**config.mk**
```make
export PLATFORM = sky130hd
export DESIGN_NAME = scg_top
export DESIGN_NICKNAME = d
export VERILOG_FILES = /design/src/verilog/scg_divider.v /design/src/verilog/scg_top.v /design/src/verilog/scg_warmup.v
export VERILOG_INCLUDE_DIRS = /design/src /design/src/verilog
export SDC_FILE = /design/constraint.sdc
export NUM_CORES = 1
export LEC_CHECK = 0
export ABC_AREA = 0
export BUFFER_PORTS_ARGS = -buffer_cell sky130_fd_sc_hd__buf_2
export CAP_MARGIN = 20
export CELL_PAD_IN_SITES_DETAIL_PLACEMENT = 0
export CELL_PAD_IN_SITES_GLOBAL_PLACEMENT = 1
export CORE_MARGIN = 2
export CORE_UTILIZATION = 44
export DETAILED_ROUTE_END_ITERATION = 16
export PLACE_DENSITY_LB_ADDON = 0.1
export SLEW_MARGIN = 40
export SYNTH_ARGS = -nofsm -noshare
export SYNTH_HDL_FRONTEND = slang
export SYNTH_SLANG_ARGS = --single-unit
```
**constraint.sdc**
```tcl
create_clock -name sys_clk -period 4.2 [get_ports sys_clk]
set_input_delay 0.84 -clock sys_clk [delete_from_list [all_inputs] [get_ports sys_clk]]
set_output_delay 0.84 -clock sys_clk [all_outputs]
set_load 0.01 [all_outputs]
```
**src/verilog/scg_map.vh**
```
// Register map, field positions, reset values and warm-up figures
// Assumes: included by the clock gear standby controller files only
`ifndef SCG_MAP_VH
`define SCG_MAP_VH

// ==========================================
// Register indices (byte address is four times the index)
`define SCG_IDX_CTRL_A        8'he0
`define SCG_IDX_CTRL_B        8'he1
`define SCG_IDX_CTRL_C        8'he2
`define SCG_IDX_PROT_STATUS   8'he3
`define SCG_IDX_PROT_KEY      8'he4

// ==========================================
// Field positions
`define SCG_A_HIGH_OSC_EN     7
`define SCG_A_LOW_OSC_EN      6
`define SCG_A_WARMUP          2
`define SCG_A_PRESCALER_SEL   1
`define SCG_B_SOURCE_SEL      3
`define SCG_C_CLKOUT_SEL      6
`define SCG_C_WARMUP_HI       5
`define SCG_C_WARMUP_LO       4
`define SCG_C_HALT_HI         3
`define SCG_C_HALT_LO         2
`define SCG_S_PROTECT         7

// ==========================================
// Reset values and codes
`define SCG_RST_CTRL_A        8'h80
`define SCG_RST_CTRL_B        8'h00
`define SCG_RST_CTRL_C        8'h2c
`define SCG_RST_PROT_LOW      7'h23
`define SCG_KEY_OPEN          8'h1f
`define SCG_HALT_RESERVED     2'h0
`define SCG_HALT_STOP         2'h1
`define SCG_HALT_OSC_RTC      2'h2
`define SCG_HALT_CPU_ONLY     2'h3
`define SCG_PRE_DIV_LOW       7'h02
`define SCG_PRE_DIV_HIGH      7'h40

// ==========================================
// Warm-up counts in oscillator cycles
`define SCG_WUP_CNT_00        262144
`define SCG_WUP_CNT_01        256
`define SCG_WUP_CNT_10        16384
`define SCG_WUP_CNT_11        65536

`endif

```
**src/verilog/scg_divider.v**
```verilog
// Enable divider: one output pulse per div input pulses
// Assumes: div is at least 1 and stable between pulses
`timescale 1ns/1ps
module scg_divider #(
  parameter W = 7
) (
  input  wire         sys_clk,
  input  wire         sys_rst,
  input  wire         tick_in,
  input  wire [W-1:0] div,
  output reg          tick_out
);
  reg [W-1:0] count;

  // ==========================================
  // Counter
  always @(posedge sys_clk) begin
    if (sys_rst) begin
      count    <= {W{1'b0}};
      tick_out <= 1'b0;
    end else begin
      tick_out <= 1'b0;
      if (tick_in) begin
        if (count >= div - {{(W-1){1'b0}}, 1'b1}) begin
          count    <= {W{1'b0}};
          tick_out <= 1'b1;
        end else begin
          count <= count + {{(W-1){1'b0}}, 1'b1};
        end
      end
    end
  end
endmodule

```
**src/verilog/scg_top.v**
```verilog
// System clock source, gear, clock output, write protection and halt control
// Assumes: sys_clk is the high oscillator; low_osc_tick marks low oscillator cycles
//
// How it works
// - Source select 0 takes high oscillator, 1 takes low oscillator as system clock.
// - Warm-up select picks 2^8, 2^14, 2^16 or 2^18 oscillator cycles.
// - Halt mode code 00 reserved, 01 stop, 10 oscillator-clock halt, 11 CPU-only halt.
// - Writing 1 to warm-up bit restarts counter; bit reads 1 while counting.
// - High source gives gear clock of oscillator divided by 1, 2, 4, 8, 16.
// - A new gear takes effect only after a warm-up interval ends.
// - Clock output drives the pin only when port direction and function bits set.
// - Clock output select 1 gives system clock, 0 gives low clock.
// - Prescaler input is gear clock over 2 or oscillator over 64.
// - Any key other than 1f turns protection on, blocking control writes.
// - Key 1f turns protection off, control registers writable again.
// - The key register is always writable.
// - Protection flag reads in status bit 7, read only, 0 after reset.
// - Halt entry goes to CPU-only halt, oscillator-clock halt or stop per halt mode field.
// - CPU-only halt stops the CPU while oscillators and system clock run.
// - In CPU-only halt each peripheral runs only if its own run-enable bit is set.
// - Oscillator-clock halt keeps oscillator and real-time clock, stops the system clock.
// - Stop halts everything including the oscillators.
// - In both halts other than stop, port outputs keep their state.
//
// Design decision made here: the Avalon-MM interface to the registers.
`timescale 1ns/1ps
`include "scg_map.vh"
module scg_top #(
  parameter NPER       = 12,
  parameter WUP_CNT_00 = `SCG_WUP_CNT_00,
  parameter WUP_CNT_01 = `SCG_WUP_CNT_01,
  parameter WUP_CNT_10 = `SCG_WUP_CNT_10,
  parameter WUP_CNT_11 = `SCG_WUP_CNT_11
) (
  input  wire            sys_clk,
  input  wire            sys_rst,
  input  wire [9:0]      avs_address,
  input  wire            avs_read,
  input  wire            avs_write,
  input  wire [31:0]     avs_writedata,
  output reg  [31:0]     avs_readdata,
  output reg             avs_waitrequest,
  input  wire            low_osc_tick,
  input  wire            port_dir_bit,
  input  wire            port_func_bit,
  input  wire            halt_exec,
  input  wire            halt_release,
  input  wire [NPER-1:0] cpu_halt_run_en,
  output reg             system_clock_en,
  output reg             gear_clock_en,
  output reg             prescaler_clock_en,
  output reg             clock_out_pin,
  output reg             clock_out_oe,
  output reg             high_osc_run,
  output reg             low_osc_run,
  output reg             cpu_run,
  output reg             rtc_run,
  output reg             port_hold,
  output reg  [NPER-1:0] periph_run,
  output reg  [1:0]      halt_state
);
  localparam ST_RUN      = 2'h0;
  localparam ST_STOP     = 2'h1;
  localparam ST_OSC_RTC  = 2'h2;
  localparam ST_CPU_ONLY = 2'h3;

  reg  [7:0]  ctrl_a;
  reg  [7:0]  ctrl_b;
  reg  [7:0]  ctrl_c;
  reg  [6:0]  prot_low;
  reg         protect;
  reg  [2:0]  gear_active;
  reg         gear_pending;
  reg  [1:0]  next_halt;
  reg  [31:0] next_readdata;
  reg  [4:0]  gear_div;
  reg  [19:0] wup_target;

  wire [7:0]  idx = avs_address[9:2];
  wire        wr_acc = avs_write && !avs_waitrequest;
  wire        wr_ok = wr_acc && !protect;
  wire [7:0]  wd = avs_writedata[7:0];
  wire        wup_busy;
  wire        wup_done;
  wire        gear_tick;
  wire        pre_tick;
  wire        wup_start;
  wire        wup_osc_tick;
  wire        high_live;
  wire        low_live;
  wire        sys_live;
  wire        next_sys;
  wire        next_gear;
  wire        out_tick;

  // ==========================================
  // Avalon slave handshake: one wait cycle per access
  always @(posedge sys_clk) begin
    if (sys_rst) begin
      avs_waitrequest <= 1'b1;
      avs_readdata    <= 32'h0000_0000;
    end else begin
      if ((avs_read || avs_write) && avs_waitrequest) begin
        avs_waitrequest <= 1'b0;
      end else begin
        avs_waitrequest <= 1'b1;
      end
      if (avs_read && avs_waitrequest) begin
        avs_readdata <= next_readdata;
      end
    end
  end

  // ==========================================
  // Read mux
  always @* begin
    next_readdata = 32'h0000_0000;
    case (idx)
      `SCG_IDX_CTRL_A: begin
        next_readdata[7:0] = ctrl_a;
        next_readdata[`SCG_A_WARMUP] = wup_busy;
      end
      `SCG_IDX_CTRL_B: next_readdata[7:0] = ctrl_b;
      `SCG_IDX_CTRL_C: next_readdata[7:0] = ctrl_c;
      `SCG_IDX_PROT_STATUS: next_readdata[7:0] = {protect, prot_low};
      default: next_readdata = 32'h0000_0000;
    endcase
  end

  // ==========================================
  // Registers and write protection
  always @(posedge sys_clk) begin
    if (sys_rst) begin
      ctrl_a       <= `SCG_RST_CTRL_A;
      ctrl_b       <= `SCG_RST_CTRL_B;
      ctrl_c       <= `SCG_RST_CTRL_C;
      prot_low     <= `SCG_RST_PROT_LOW;
      protect      <= 1'b0;
      gear_active  <= 3'h0;
      gear_pending <= 1'b0;
    end else begin
      if (wr_acc && idx == `SCG_IDX_PROT_KEY) begin
        protect <= (wd != `SCG_KEY_OPEN);
      end
      if (wr_acc && idx == `SCG_IDX_PROT_STATUS) begin
        prot_low <= wd[6:0];
      end
      // Writes with protection on fall through unchanged, no error
      if (wr_ok && idx == `SCG_IDX_CTRL_A) begin
        ctrl_a <= {wd[7:3], 1'b0, wd[1:0]};
      end
      if (wr_ok && idx == `SCG_IDX_CTRL_B) begin
        ctrl_b <= wd;
        if (wd[2:0] != ctrl_b[2:0]) begin
          gear_pending <= 1'b1;
        end
      end
      if (wr_ok && idx == `SCG_IDX_CTRL_C) begin
        ctrl_c <= wd;
      end
      if (gear_pending && wup_done && !wup_start) begin
        gear_active  <= ctrl_b[2:0];
        gear_pending <= 1'b0;
      end
    end
  end

  // ==========================================
  // Warm-up timer
  assign wup_start = (wr_ok && idx == `SCG_IDX_CTRL_A && wd[`SCG_A_WARMUP]) ||
                     (wr_ok && idx == `SCG_IDX_CTRL_B && wd[2:0] != ctrl_b[2:0]);

  always @* begin
    case (ctrl_c[`SCG_C_WARMUP_HI:`SCG_C_WARMUP_LO])
      2'h0: wup_target = WUP_CNT_00[19:0];
      2'h1: wup_target = WUP_CNT_01[19:0];
      2'h2: wup_target = WUP_CNT_10[19:0];
      2'h3: wup_target = WUP_CNT_11[19:0];
      default: wup_target = WUP_CNT_00[19:0];
    endcase
  end

  // Counts the oscillator not feeding the system clock, or the high one for a gear change
  assign wup_osc_tick = (ctrl_b[`SCG_B_SOURCE_SEL] || gear_pending) ? high_live : (low_live && low_osc_tick);

  scg_warmup #(
    .W (20)
  ) u_warmup (
    .sys_clk  (sys_clk),
    .sys_rst  (sys_rst),
    .start    (wup_start),
    .osc_tick (wup_osc_tick),
    .target   (wup_target),
    .busy     (wup_busy),
    .done     (wup_done)
  );

  // ==========================================
  // Gear and prescaler dividers
  always @* begin
    case (gear_active)
      3'h0: gear_div = 5'h01;
      3'h1: gear_div = 5'h02;
      3'h2: gear_div = 5'h04;
      3'h3: gear_div = 5'h08;
      3'h4: gear_div = 5'h10;
      default: gear_div = 5'h10;
    endcase
  end

  assign high_live = ctrl_a[`SCG_A_HIGH_OSC_EN] && (halt_state != ST_STOP);
  assign low_live  = ctrl_a[`SCG_A_LOW_OSC_EN] && (halt_state != ST_STOP);

  scg_divider #(
    .W (5)
  ) u_gear_div (
    .sys_clk  (sys_clk),
    .sys_rst  (sys_rst),
    .tick_in  (high_live),
    .div      (gear_div),
    .tick_out (gear_tick)
  );

  scg_divider #(
    .W (7)
  ) u_pre_div (
    .sys_clk  (sys_clk),
    .sys_rst  (sys_rst),
    .tick_in  (ctrl_a[`SCG_A_PRESCALER_SEL] ? high_live : next_gear),
    .div      (ctrl_a[`SCG_A_PRESCALER_SEL] ? `SCG_PRE_DIV_HIGH : `SCG_PRE_DIV_LOW),
    .tick_out (pre_tick)
  );

  // ==========================================
  // System clock and clock output
  assign sys_live  = (halt_state == ST_RUN) || (halt_state == ST_CPU_ONLY);
  assign next_gear = gear_tick && !ctrl_b[`SCG_B_SOURCE_SEL] && sys_live;
  assign next_sys  = sys_live && (ctrl_b[`SCG_B_SOURCE_SEL] ? (low_live && low_osc_tick) : next_gear);
  assign out_tick  = ctrl_c[`SCG_C_CLKOUT_SEL] ? next_sys : (low_live && low_osc_tick);

  always @(posedge sys_clk) begin
    if (sys_rst) begin
      system_clock_en    <= 1'b0;
      gear_clock_en      <= 1'b0;
      prescaler_clock_en <= 1'b0;
      clock_out_pin      <= 1'b0;
      clock_out_oe       <= 1'b0;
      high_osc_run       <= 1'b1;
      low_osc_run        <= 1'b0;
    end else begin
      system_clock_en    <= next_sys;
      gear_clock_en      <= next_gear;
      prescaler_clock_en <= pre_tick;
      clock_out_oe       <= port_dir_bit && port_func_bit;
      if (out_tick) begin
        clock_out_pin <= ~clock_out_pin;
      end
      high_osc_run <= high_live;
      low_osc_run  <= low_live;
    end
  end

  // ==========================================
  // Halt state machine
  always @* begin
    next_halt = halt_state;
    case (halt_state)
      ST_RUN: begin
        if (halt_exec) begin
          case (ctrl_c[`SCG_C_HALT_HI:`SCG_C_HALT_LO])
            `SCG_HALT_STOP:     next_halt = ST_STOP;
            `SCG_HALT_OSC_RTC:  next_halt = ST_OSC_RTC;
            `SCG_HALT_CPU_ONLY: next_halt = ST_CPU_ONLY;
            default:            next_halt = ST_RUN;
          endcase
        end
      end
      ST_STOP, ST_OSC_RTC, ST_CPU_ONLY: begin
        if (halt_release) begin
          next_halt = ST_RUN;
        end
      end
      default: next_halt = ST_RUN;
    endcase
  end

  always @(posedge sys_clk) begin
    if (sys_rst) begin
      halt_state <= ST_RUN;
      cpu_run    <= 1'b1;
      rtc_run    <= 1'b1;
      port_hold  <= 1'b0;
      periph_run <= {NPER{1'b1}};
    end else begin
      halt_state <= next_halt;
      cpu_run    <= (next_halt == ST_RUN);
      rtc_run    <= (next_halt != ST_STOP);
      port_hold  <= (next_halt == ST_OSC_RTC) || (next_halt == ST_CPU_ONLY);
      case (next_halt)
        ST_RUN:      periph_run <= {NPER{1'b1}};
        ST_CPU_ONLY: periph_run <= cpu_halt_run_en;
        default:     periph_run <= {NPER{1'b0}};
      endcase
    end
  end
endmodule

```
**src/verilog/scg_warmup.v**
```verilog
// Warm-up timer counting pulses of the oscillator being started
// Assumes: start is a one-cycle pulse; target is held while busy
`timescale 1ns/1ps
module scg_warmup #(
  parameter W = 20
) (
  input  wire         sys_clk,
  input  wire         sys_rst,
  input  wire         start,
  input  wire         osc_tick,
  input  wire [W-1:0] target,
  output reg          busy,
  output reg          done
);
  reg [W-1:0] count;

  // ==========================================
  // Counter
  always @(posedge sys_clk) begin
    if (sys_rst) begin
      count <= {W{1'b0}};
      busy  <= 1'b0;
      done  <= 1'b0;
    end else begin
      done <= 1'b0;
      if (start) begin
        count <= {W{1'b0}};
        busy  <= 1'b1;
      end else if (busy && osc_tick) begin
        if (count >= target - {{(W-1){1'b0}}, 1'b1}) begin
          busy <= 1'b0;
          done <= 1'b1;
        end else begin
          count <= count + {{(W-1){1'b0}}, 1'b1};
        end
      end
    end
  end
endmodule
```
==> tab_implementation.tex, run 1 <==
\begin{tabular}{lr}
\hline
Metric & Value \\
\hline
\multicolumn{2}{l}{\textbf{Outcome}} \\
\quad Result of the run & finished with violations \\
\quad Violated checks & design-rule violations \\
\multicolumn{2}{l}{\textbf{Clock network}} \\
\quad Count of instances resized after the clock tree is built & 0 \\
\quad Number of sinks handled by clock tree synthesis & 104 \\
\quad Number of buffers inserted for hold repair after clock tree synthesis & 0 \\
\quad Number of buffers inserted during clock tree synthesis & 9 \\
\quad TritonCTS clock tree & built \\
\quad Maximum number of buffers from clock root to sink & 2 \\
\quad Post-CTS setup-driven buffer insertion count & 0 \\
\quad Root cell of the clock tree & clkbuf\_16 \\
\quad Clock input transition at the sequential cells of the worst setup and hold paths & $\sim$0.070 ns \\
\quad Worst skew pair latency & roughly 0.36 ns \\
\quad Depth of the CTS H-tree & 3 \\
\multicolumn{2}{l}{\textbf{Drt}} \\
\quad Detail-routed net length per standard cell & roughly 15 um \\
\quad Routed wire length & between 10 and 15 mm \\
\quad Violation count after the first detailed-route iteration & approximately 180 \\
\quad Antenna Violating Nets Remaining & 0 \\
\quad Amount of wire on met3 after detailed routing & approximately 610 um \\
\quad Number of vias per cell & 5.43 \\
\quad Detailed-routing wirelength on met1 & between 5 and 6 mm \\
\quad Total via count after detailed routing & around 4300 \\
\quad Detailed-routing iteration count for the pre-antenna-repair pass & 11 \\
\quad Top layer in use & met4 \\
\quad DRC violations left & 2 \\
\quad Met2 wire length & approximately 5.6 mm \\
\multicolumn{2}{l}{\textbf{STA}} \\
\quad Summed negative setup slack over all endpoints & 0 ns \\
\quad Final critical-path setup slack & between 1 and 1.5 ns \\
\quad Final hold violations & 0 \\
\quad Actual slew at the worst max-slew pin & 0.740 ns \\
\quad Clk\_skew & 0.00623 ns \\
\quad Final min period & about 2.8 ns \\
\quad Final-layout worst hold slack & $\sim$0.45 ns \\
\quad Unrepaired setup endpoints after global routing & false \\
\quad Count of final setup violators & 0 \\
\quad Headroom to the max-slew limit & 0.507 \\
\quad Final number of max-transition violations & 0 \\
\quad Top achievable clock speed & about 350 MHz \\
\quad Tcrit/Tclk final & 0.678 \\
\multicolumn{2}{l}{\textbf{Run}} \\
\quad Number of maximum-capacitance constraint violations & 0 \\
\multicolumn{2}{l}{\textbf{Finish}} \\
\quad Multi-input gate area & 2910 um2 \\
\quad Diode insertion count for antenna repair & 0 \\
\quad FILL cells & roughly 1100 \\
\quad Number of nets in the layout & 736 \\
\quad Share of layout cells above drive strength 1 & 0.180 \\
\quad Final non-filler cell total & between 700 and 800 \\
\quad Area Growth Syn to Fin & 12.1\% \\
\quad Final design utilization & 0.511 \\
\quad Most common cell after layout, fill and taps aside & dfxtp\_1 \\
\quad Area occupied by registers & 2080 um2 \\
\quad Most frequent cells in the layout & dfxtp\_1, buf\_2, nor2\_1 \\
\multicolumn{2}{l}{\textbf{Floorplanning}} \\
\quad Height of the die & between 100 and 150 um \\
\quad Effective utilization at floorplan & 0.456 \\
\quad Die width & approximately 110 um \\
\quad Die ar. & roughly 13000 um2 \\
\quad Number of core rows & 39 \\
\quad Number of top-level design ports & 120 \\
\quad Area of the core & roughly 12000 um2 \\
\multicolumn{2}{l}{\textbf{Global route}} \\
\quad Wire length of the first global-routing pass & 20.6 mm \\
\quad Number of global-route vias before repair & around 4200 \\
\quad Largest net degree at the start of global routing & 42 \\
\quad Number of antenna violations at the first check in global routing & 0 \\
\quad Global-route usage over all layers & 0.199 \\
\quad Aggregate global routing overflow & 0 \\
\multicolumn{2}{l}{\textbf{Power and ir drop}} \\
\quad LEAKAGE & 2.43 nW \\
\quad Cell Pwr Density & between 300 and 400 nW/um2 \\
\quad Max IR drop VDD & between 0.0002 and 0.0003 V \\
\multicolumn{2}{l}{\textbf{Yosys}} \\
\quad Synth Cell Area & 5250 um2 \\
\quad Part of the Yosys area used for sequential elements & 0.397 \\
\quad Number of instances in the synthesized netlist & roughly 600 \\
\quad Mean cell area of the mapped netlist & 9.00 um2 \\
\quad Warning count from the yosys run & 0 \\
\quad \#FFs+latches synth & approximately 100 \\
\quad Number of synthesized flops with an enable pin & 0 \\
\quad Share of async-settable or async-resettable flops after synthesis & 0 \\
\quad Number of distinct standard cells referenced by the synthesized netlist & a little under 60 \\
\quad Most used flip-flop cell after synthesis & dfxtp\_1 \\
\multicolumn{2}{l}{\textbf{Critical path}} \\
\quad Type of element launching the critical path & flip-flop \\
\quad CP bufs+invs & 1 \\
\quad Critical Path Sink Type & flip-flop \\
\quad Largest incremental delay on the critical path & approximately 0.66 ns \\
\quad Required @ worst endpoint & around 4.5 ns \\
\quad Cells along the critical path & inv\_1 -> ha\_1 -> ha\_1 -> a211oi\_1 -> nor2\_1 -> or4b\_4 -> or4\_1 -> a21oi\_1 \\
\quad Family of cells with the greatest summed delay on the critical path & simple AND/OR/NAND/NOR gates \\
\quad Data arrival time of the critical path & roughly 3.1 ns \\
\quad CP most frequent cell & ha\_1 \\
\quad Category of the critical setup timing path & flip-flop to flip-flop \\
\quad Highest-delay cell along the critical path & or4b\_4 \\
\quad Worst Path Max Fanout & 30 \\
\multicolumn{2}{l}{\textbf{Placed design}} \\
\quad Cell total after placement & approximately 770 \\
\quad Port Buffer Count & just under 70 \\
\quad Post-detail-place hpwl & 8.44 mm \\
\quad Final RePlAce weighted congestion & 0.768 \\
\quad Setup Slack @ Placement & 1.03 ns \\
\multicolumn{2}{l}{\textbf{Hold path}} \\
\quad Type of the worst min-delay path & flip-flop to flip-flop \\
\hline
\end{tabular}
[state kept, by name, indices dropped and copies added, names as in the netlist, 2 cells and up]
name,cells
u_pre_div.count,7
periph_run,12
ctrl_a,7
u_gear_div.count,5
ctrl_c,8
u_warmup.count,20
halt_state,2
avs_readdata,8
gear_active,3
prot_low,7
ctrl_b,8
[kinds of logic (layout without fill, tap and decap cells)]
group | count (synthesis) | count (layout) | synth area share
AOI/OAI and AO/OA | 113 | 113 | 0.138
muxes | 36 | 36 | 0.0751
and+or+nand+nor | 219 | 219 | 0.221
xor gates and xnor gates | 14 | 14 | 0.0234
buffers and inverters | 64 | 104 | 0.0684
DFF | 104 | 104 | 0.397
other | 1 | 24 | 0.000714
adders and majority gates | 32 | 32 | 0.0763
[power by group]
group	total, mW	internal (mW)	leakage (nW)	switching, mW
Combinational	0.228	0.0844	1.45	0.144
Sequential	1.03	1.02	0.845	0.0131
Clock	0.827	0.426	0.144	0.400
Total	2.09	1.53	2.43	0.557
[Yosys cell counts (4+ instances only)]
| master | instances | area (um2) |
|---|---|---|
| buf_2 | 5 | 25.0 |
| nand2b_1 | 5 | 31.3 |
| nand3_1 | 29 | 145 |
| xnor2_1 | 7 | 61.3 |
| nor2_1 | 60 | 225 |
| o21ai_0 | 19 | 95.1 |
| nand4_1 | 12 | 75.1 |
| nor3_1 | 11 | 55.1 |
| xor2_1 | 7 | 61.3 |
| ha_1 | 32 | 400 |
| inv_1 | 15 | 56.3 |
| nand2_1 | 46 | 173 |
| or4_1 | 7 | 52.6 |
| nor4_1 | 4 | 25.0 |
| nor2b_1 | 5 | 31.3 |
| or4_4 | 6 | 67.6 |
| a221o_1 | 6 | 60.1 |
| buf_4 | 24 | 180 |
| a22oi_1 | 9 | 67.6 |
| and3_1 | 6 | 37.5 |
| a21oi_1 | 40 | 200 |
| mux2i_1 | 33 | 330 |
| o31ai_1 | 13 | 97.6 |
| clkbuf_1 | 14 | 52.6 |
| and4_1 | 5 | 43.8 |
| a21oi_2 | 6 | 52.6 |
| or3_1 | 4 | 25.0 |
| dfxtp_1 | 104 | 2080 |
[routing by layer]
metal	GRT usage	vias to the layer above
met3	0.0562	13
met5	0	-
met4	0.0480	0
met2	0.318	78
met1	0.268	2013
li1	-	2183
[final cells by class]
class	instances	area share
clock inverters	6	0.00829
well taps	143	0.0304
inverters	15	0.00957
repair buffers	73	0.0638
flip-flops and latches	104	0.354
multi-input cells	438	0.494
clock buffers	10	0.0406
[final timing paths]
check | from | to | slack (ns) | cells after the start
setup / recovery | ctrl_c[4] | u_warmup.count[4] | 1.35 | 8
hold / removal | u_pre_div.tick_out | prescaler_clock_en | 0.45 | 1
setup reg to reg | ctrl_c[4] | u_warmup.count[4] | 1.35 | 8
hold reg to reg | u_pre_div.tick_out | prescaler_clock_en | 0.45 | 1
[per-stage QoR]
step	total power, mW	instance area, um2
after floorplan	1.22	5340
after global placement	1.28	5590
after detailed placement	1.28	5590
after CTS	2.11	5880
after global routing	2.18	5890
final	2.09	5890
No activity file was read; power rests on OpenSTA's default activity.
==> inputs of run 2 (changes only) <==
Settings changed: CORE_UTILIZATION 44 to 37.
Clock period 4.2 ns to 2.3 ns, I/O delays scaled along.
==> run 2 against run 1 <==
Net effect:
- the flow finishes with violations (negative setup slack)
- via count grew 6.4%
- worst setup slack got worse by 1.5 ns
- non-clock buffer count rose by 51
- critical path type unchanged
- combinational power is 98% higher
- critical endpoint is now u_warmup.count[6]
- final area grew 13%
- fmax grew 16%
==> tab_implementation.tex, run 2 (synthesis gave the netlist of run 1 again) <==
\begin{tabular}{lr}
\hline
Metric & Value \\
\hline
\multicolumn{2}{l}{\textbf{Outcome}} \\
\quad Result of the run & finished with violations \\
\quad Violated checks & negative setup slack \\
\multicolumn{2}{l}{\textbf{Clock network}} \\
\quad Number of buffers inserted for hold repair after clock tree synthesis & 0 (unchanged) \\
\quad Worst skew pair latency & 0.36 ns (about the same) \\
\quad Depth of the CTS H-tree & 3 (unchanged) \\
\quad Root cell of the clock tree & clkbuf\_16 \\
\quad TritonCTS clock tree & built \\
\quad Maximum number of buffers from clock root to sink & 2 (unchanged) \\
\quad Number of buffers inserted during clock tree synthesis & 9 (unchanged) \\
\quad Clock input transition at the sequential cells of the worst setup and hold paths & 0.08 ns (about the same) \\
\quad Number of sinks handled by clock tree synthesis & 104 (unchanged) \\
\multicolumn{2}{l}{\textbf{Drt}} \\
\quad Detailed-routing iteration count for the pre-antenna-repair pass & 5 (-6) \\
\quad Detail-routed net length per standard cell & 15.5 um (+1.4\%) \\
\quad Total via count after detailed routing & 4563 (+6.4\%) \\
\quad DRC violations left & 0 (-2) \\
\quad Antenna Violating Nets Remaining & 0 (unchanged) \\
\quad Number of vias per cell & 5.19 (-4.5\%) \\
\quad Routed wire length & 13.6 mm (+13\%) \\
\quad Violation count after the first detailed-route iteration & 269 (+48\%) \\
\multicolumn{2}{l}{\textbf{Finish}} \\
\quad Diode insertion count for antenna repair & 0 (unchanged) \\
\quad Max reg flops & 20 (unchanged) \\
\quad Number of nets in the layout & 789 (+7.2\%) \\
\quad Most frequent cells in the layout & dfxtp\_1, buf\_2, nor2\_1 \\
\quad Share of layout cells above drive strength 1 & 0.289 (+0.109) \\
\quad Area Growth Syn to Fin & 26.2\% \\
\quad Final standard cell area without fillers & 6620 um2 (+13\%) \\
\quad FILL cells & 1386 (+24\%) \\
\quad Largest registers & u\_warmup.count (20), periph\_run (12) \\
\quad Register with the highest flop count & u\_warmup.count \\
\quad Most common cell after layout, fill and taps aside & dfxtp\_1 \\
\multicolumn{2}{l}{\textbf{Placed design}} \\
\quad Placed cell area & 6110 um2 (+9.3\%) \\
\quad Post-detail-place hpwl & 9.55 mm (+13\%) \\
\quad Final RePlAce weighted congestion & 0.835 (+8.7\%) \\
\quad Port Buffer Count & 69 (unchanged) \\
\multicolumn{2}{l}{\textbf{Critical path}} \\
\quad Category of the critical setup timing path & flip-flop to flip-flop \\
\quad Type of element launching the critical path & flip-flop \\
\quad Highest-delay cell along the critical path & or4b\_4 \\
\quad Largest incremental delay on the critical path & 0.61 ns (-0.05 ns) \\
\quad CP bufs+invs & 1 (unchanged) \\
\quad Critical Path Sink Type & flip-flop \\
\quad CP most frequent cell & ha\_4 \\
\quad Data arrival time of the critical path & 2.75 ns (-0.38 ns) \\
\quad Cells along the critical path & inv\_4 -> ha\_4 -> ha\_4 -> a211oi\_2 -> nor2\_2 -> or4b\_4 -> or4\_4 -> a21oi\_2 \\
\quad Family of cells with the greatest summed delay on the critical path & simple AND/OR/NAND/NOR gates \\
\quad Worst Path Max Fanout & 6 (-80\%) \\
\quad Required @ worst endpoint & 2.60 ns (-1.88 ns) \\
\multicolumn{2}{l}{\textbf{Floorplanning}} \\
\quad Die ar. & 15200 um2 (+18\%) \\
\quad Number of top-level design ports & 120 (unchanged) \\
\quad Effective utilization at floorplan & 0.378 (-0.0776) \\
\quad Area of the core & 13900 um2 (+21\%) \\
\quad Die width & 123 um (+8.7\%) \\
\quad Number of core rows & 43 (+10\%) \\
\quad Height of the die & 123 um (+8.7\%) \\
\multicolumn{2}{l}{\textbf{Power and ir drop}} \\
\quad Int Pwr & 2.81 mW (+84\%) \\
\quad Share of power burned in the clock network & 0.400 (+0.004) \\
\quad Total net switching power & 1.08 mW (+93\%) \\
\quad Share of total power in sequential cells & 0.484 (-0.010) \\
\quad Switching power share of the total & 0.277 (+0.00998) \\
\quad Max IR drop VDD & 0.000365 V (+45\%) \\
\quad LEAKAGE & 2.74 nW (+13\%) \\
\quad Cell Pwr Density & 586 nW/um2 (+65\%) \\
\quad Combinational cell fraction of total power & 0.116 (+0.007) \\
\multicolumn{2}{l}{\textbf{Global route}} \\
\quad Met1 GRT Util & 0.251 (-0.0166) \\
\quad Wire length of the first global-routing pass & 21.6 mm (+5.0\%) \\
\quad Number of global-route vias before repair & 4318 (+2.7\%) \\
\quad Global-route usage over all layers & 0.184 (-0.0152) \\
\quad Met3 layer usage reported by global route & 0.0517 (-0.00458) \\
\quad Number of antenna violations at the first check in global routing & 0 (unchanged) \\
\quad Most Used Layer, Global Route & met2 \\
\quad Largest net degree at the start of global routing & 26 (-38\%) \\
\quad Aggregate global routing overflow & 0 (unchanged) \\
\quad Met2 track utilization from global routing & 0.283 (-0.0346) \\
\multicolumn{2}{l}{\textbf{STA}} \\
\quad Headroom to the max-slew limit & 0.655 (+0.149) \\
\quad Final hold violations & 0 (unchanged) \\
\quad Summed negative setup slack over all endpoints & -1.69 ns (-1.69 ns) \\
\quad Final min period & 2.45 ns (-0.403 ns) \\
\quad Final number of max-transition violations & 0 (unchanged) \\
\quad Unrepaired setup endpoints after global routing & true \\
\quad Final critical-path setup slack & -0.146 ns (-1.50 ns) \\
\quad Tcrit/Tclk final & 1.06 (+0.385) \\
\quad Actual slew at the worst max-slew pin & 0.515 ns (-0.225 ns) \\
\quad Clk\_skew & 0.0131 ns (+0.00682 ns) \\
\quad Top achievable clock speed & 409 MHz (+16\%) \\
\quad Count of final setup violators & 14 (+14) \\
\multicolumn{2}{l}{\textbf{Hold path}} \\
\quad Type of the worst min-delay path & input pin to flip-flop \\
\multicolumn{2}{l}{\textbf{Run}} \\
\quad Number of maximum-capacitance constraint violations & 0 (unchanged) \\
\hline
\end{tabular}
run 2: area by class of cell:
cell class	instances	area [um2]	share of cell area
clock inverters	7	68.8	0.0104
flip-flops and latches	104	2090	0.315
well taps	180	225	0.0340
clock buffers	9	225	0.0340
inverters	15	58.8	0.00888
multi-input cells	440	3140	0.474
repair buffers	124	816	0.123
run 2: path summary, 6_finish.rpt:
kind / end / slack, ns / startpoint / depth (start not counted)
max reg2reg: u_warmup.count[6] / -0.15 / ctrl_c[4] / 8
min reg2reg: avs_waitrequest / 0.44 / avs_waitrequest / 1
min: avs_waitrequest / 0.31 / avs_read / 2
max: u_warmup.count[6] / -0.15 / ctrl_c[4] / 8
run 2: routing by layer:
metal  wire length [um]  part of all wire
met5                  0                 0
met4                161             0.012
met3                725             0.053
met2               6100              0.45
met1               6610              0.49
run 2: per-stage QoR:
stage                     total power, mW  utilization  setup slack (ns)  instances  hold WS, ns
after floorplan                      2.22            -           -0.0469        606        0.414
after global placement               2.36        0.441            -0.186        856        0.430
after detailed placement             2.37        0.441            -0.245        856        0.431
after CTS                            3.94        0.470            -0.153        878        0.298
after global routing                 4.07        0.477            -0.228        879        0.307
final                                3.88        0.477            -0.146        879        0.313
run 2: repair_timing:
item                                    in CTS  in global routing
resized for setup                           16                 21
setup buffers                                3                  0
cloned                                       3                  0
pin swaps                                    9                  2
endpoints found under the setup margin      20                 28
run 2: power groups by stage:
stage               registers [mW]  logic (mW)  clock network (mW)
global route                  1.89       0.505                1.67
detailed placement            1.92       0.448                   0
floorplan                     1.95       0.273                   0
CTS                           1.88       0.451                1.61
global placement              1.92       0.444                   0
finish                        1.88       0.452                1.55
==> inputs of run 3 (changes only) <==
==> constraint.sdc (replaced) <==
create_clock -name sys_clk -period 2.3 [get_ports sys_clk]
set_input_delay 0.23 -clock sys_clk [delete_from_list [all_inputs] [get_ports sys_clk]]
set_output_delay 0.23 -clock sys_clk [all_outputs]
set_load 0.01 [all_outputs]
==> run 3 against run 2 <==
Net effect:
- the run still ends with negative setup slack left
- routed wire length decreased by 0.45%
- final cell count decreased by 0.80%
- sequential power about the same
- first-iteration DRC count increased by 13%
- critical path depth unchanged
- global-route usage increased by 0.080 points
- highest routed layer unchanged
- worst setup slack got worse by 0.00095 ns
- via count decreased by 0.64%
- critical path type unchanged
==> tab_implementation.tex, run 3 (synthesis gave the netlist of run 1 again) <==
\begin{tabular}{lr}
\hline
Metric & Value \\
\hline
\multicolumn{2}{l}{\textbf{Outcome}} \\
\quad Result of the run & finished with violations \\
\quad Violated checks & negative setup slack \\
\multicolumn{2}{l}{\textbf{Drt}} \\
\quad DRC violations left & 0 (unchanged) \\
\quad Antenna Violating Nets Remaining & 0 (unchanged) \\
\quad Number of vias per cell & 5.20 (+0.16\%) \\
\quad Detail-routed net length per standard cell & 15.5 um (+0.35\%) \\
\quad Detailed-routing iteration count for the pre-antenna-repair pass & 5 (unchanged) \\
\quad Total via count after detailed routing & 4534 (-0.64\%) \\
\quad Routed wire length & 13.5 mm (-0.45\%) \\
\quad Violation count after the first detailed-route iteration & 304 (+13\%) \\
\multicolumn{2}{l}{\textbf{Critical path}} \\
\quad Highest-delay cell along the critical path & or4b\_4 \\
\quad Cells along the critical path & inv\_2 -> ha\_4 -> ha\_4 -> a211oi\_4 -> nor2\_4 -> or4b\_4 -> or4\_1 -> a21oi\_1 \\
\quad Largest incremental delay on the critical path & 0.60 ns (about the same) \\
\quad Category of the critical setup timing path & flip-flop to flip-flop \\
\quad CP most frequent cell & ha\_4 \\
\quad Data arrival time of the critical path & 2.74 ns (about the same) \\
\quad Required @ worst endpoint & 2.59 ns (about the same) \\
\quad Worst Path Max Fanout & 6 (unchanged) \\
\quad Type of element launching the critical path & flip-flop \\
\quad Critical Path Sink Type & flip-flop \\
\multicolumn{2}{l}{\textbf{Placed design}} \\
\quad Final RePlAce weighted congestion & 0.835 (about the same) \\
\quad Cell total after placement & 848 (-0.93\%) \\
\quad Placed cell area & 6040 um2 (-1.2\%) \\
\quad Setup Slack @ Placement & -0.274 ns (-0.0291 ns) \\
\quad Post-detail-place hpwl & 9.22 mm (-3.5\%) \\
\quad Port Buffer Count & 69 (unchanged) \\
\multicolumn{2}{l}{\textbf{Finish}} \\
\quad Share of layout cells above drive strength 1 & 0.293 (+0.00437) \\
\quad Final standard cell area without fillers & 6670 um2 (+0.74\%) \\
\quad Area Growth Syn to Fin & 27.1\% \\
\quad Diode insertion count for antenna repair & 0 (unchanged) \\
\quad Final non-filler cell total & 872 (-0.80\%) \\
\quad Register with the highest flop count & u\_warmup.count \\
\quad Largest registers & u\_warmup.count (20), periph\_run (12) \\
\quad Most common cell after layout, fill and taps aside & dfxtp\_1 \\
\quad Max reg flops & 20 (unchanged) \\
\quad Number of nets in the layout & 782 (-0.89\%) \\
\quad Final design utilization & 0.481 (+0.00351) \\
\quad Most frequent cells in the layout & dfxtp\_1, buf\_2, nor2\_1 \\
\multicolumn{2}{l}{\textbf{Global route}} \\
\quad Number of antenna violations at the first check in global routing & 0 (unchanged) \\
\quad Largest net degree at the start of global routing & 33 (+27\%) \\
\quad Number of global-route vias before repair & 4366 (+1.1\%) \\
\quad Aggregate global routing overflow & 0 (unchanged) \\
\quad Global-route usage over all layers & 0.185 (+0.000798) \\
\quad Wire length of the first global-routing pass & 21.9 mm (+1.5\%) \\
\multicolumn{2}{l}{\textbf{Clock network}} \\
\quad TritonCTS clock tree & built \\
\quad Root cell of the clock tree & clkbuf\_16 \\
\quad Number of buffers inserted during clock tree synthesis & 9 (unchanged) \\
\quad Worst skew pair latency & 0.36 ns (about the same) \\
\quad Maximum number of buffers from clock root to sink & 2 (unchanged) \\
\quad Number of sinks handled by clock tree synthesis & 104 (unchanged) \\
\quad Clock input transition at the sequential cells of the worst setup and hold paths & 0.07 ns (about the same) \\
\quad Depth of the CTS H-tree & 3 (unchanged) \\
\quad Number of buffers inserted for hold repair after clock tree synthesis & 0 (unchanged) \\
\multicolumn{2}{l}{\textbf{STA}} \\
\quad Final-layout worst hold slack & 0.0832 ns (-0.230 ns) \\
\quad Final critical-path setup slack & -0.147 ns (-0.000948 ns) \\
\quad Clk\_skew & 0.00800 ns (-0.00505 ns) \\
\quad Final min period & 2.45 ns (+0.000948 ns) \\
\quad Count of final setup violators & 16 (+2) \\
\quad Top achievable clock speed & 409 MHz (about the same) \\
\quad Final number of max-transition violations & 0 (unchanged) \\
\quad Tcrit/Tclk final & 1.06 (about the same) \\
\quad Headroom to the max-slew limit & 0.666 (+0.0110) \\
\quad Unrepaired setup endpoints after global routing & true \\
\quad Final hold violations & 0 (unchanged) \\
\quad Actual slew at the worst max-slew pin & 0.499 ns (-0.0165 ns) \\
\multicolumn{2}{l}{\textbf{Power and ir drop}} \\
\quad Max IR drop VDD & 0.000364 V (-0.39\%) \\
\quad Cell Pwr Density & 576 nW/um2 (-1.8\%) \\
\quad LEAKAGE & 2.71 nW (-1.3\%) \\
\multicolumn{2}{l}{\textbf{Floorplanning}} \\
\quad Die width & 123 um (unchanged) \\
\quad Number of top-level design ports & 120 (unchanged) \\
\quad Height of the die & 123 um (unchanged) \\
\quad Die ar. & 15200 um2 (unchanged) \\
\quad Area of the core & 13900 um2 (unchanged) \\
\quad Effective utilization at floorplan & 0.378 (unchanged) \\
\quad Number of core rows & 43 (unchanged) \\
\multicolumn{2}{l}{\textbf{Run}} \\
\quad Number of maximum-capacitance constraint violations & 0 (unchanged) \\
\multicolumn{2}{l}{\textbf{Hold path}} \\
\quad Type of the worst min-delay path & input pin to flip-flop \\
\hline
\end{tabular}
[run 3: worst paths after layout]
check | start | to | slack, ns | cells past startpoint
max | ctrl_c[4] | u_warmup.count[6] | -0.15 | 8
min | avs_read | avs_waitrequest | 0.08 | 2
max reg2reg | ctrl_c[4] | u_warmup.count[6] | -0.15 | 8
min reg2reg | avs_waitrequest | avs_waitrequest | 0.45 | 1
[run 3: per-stage QoR]
| stage | setup TNS [ns] | power, mW |
|---|---|---|
| 3_5_place_dp | -2.64 | 2.37 |
| 3_3_place_gp | -1.77 | 2.36 |
| 2_1_floorplan | -0.413 | 2.22 |
| 4_1_cts | -2.11 | 3.89 |
| 5_1_grt | -3.21 | 4.02 |
| 6_report | -1.70 | 3.84 |
[run 3: per-layer routing]
| layer | GRT usage | wire length, um |
|---|---|---|
| met1 | 0.249 | 6490 |
| met2 | 0.288 | 6100 |
| met3 | 0.0535 | 752 |
| met4 | 0.0533 | 193 |
| met5 | 0 | 0 |
[run 3: layout make-up]
type	instances	area, um2
fillers	1352	7210
repair buffers	116	781
multi-input cells	441	3230
flip-flops and latches	104	2090
well taps	180	225
clock inverters	7	61.3
clock buffers	9	225
inverters	15	58.8
[run 3: critical path, delay by kind of cell, from the launching register on]
| kind | cells | cell delay (ns) |
|---|---|---|
| compound gates | 2 | 0.37 |
| fa+ha+maj | 2 | 0.48 |
| buf+inv | 1 | 0.05 |
| flops | 1 | 0.37 |
| simple gates | 3 | 1.10 |
[run 3: timing repair]
| action | CTS | global route |
|---|---|---|
| setup buffers | 3 | 0 |
| resized for setup | 15 | 38 |
| pin swaps | 8 | 17 |
| setup endpoints to repair | 17 | 36 |
| cloned | 3 | 2 |
[run 3: power by group]
group / internal [mW] / switching [mW] / total, mW
combinational: 0.174 / 0.273 / 0.447
sequential: 1.86 / 0.0221 / 1.88
clock: 0.757 / 0.761 / 1.52
total: 2.79 / 1.06 / 3.84
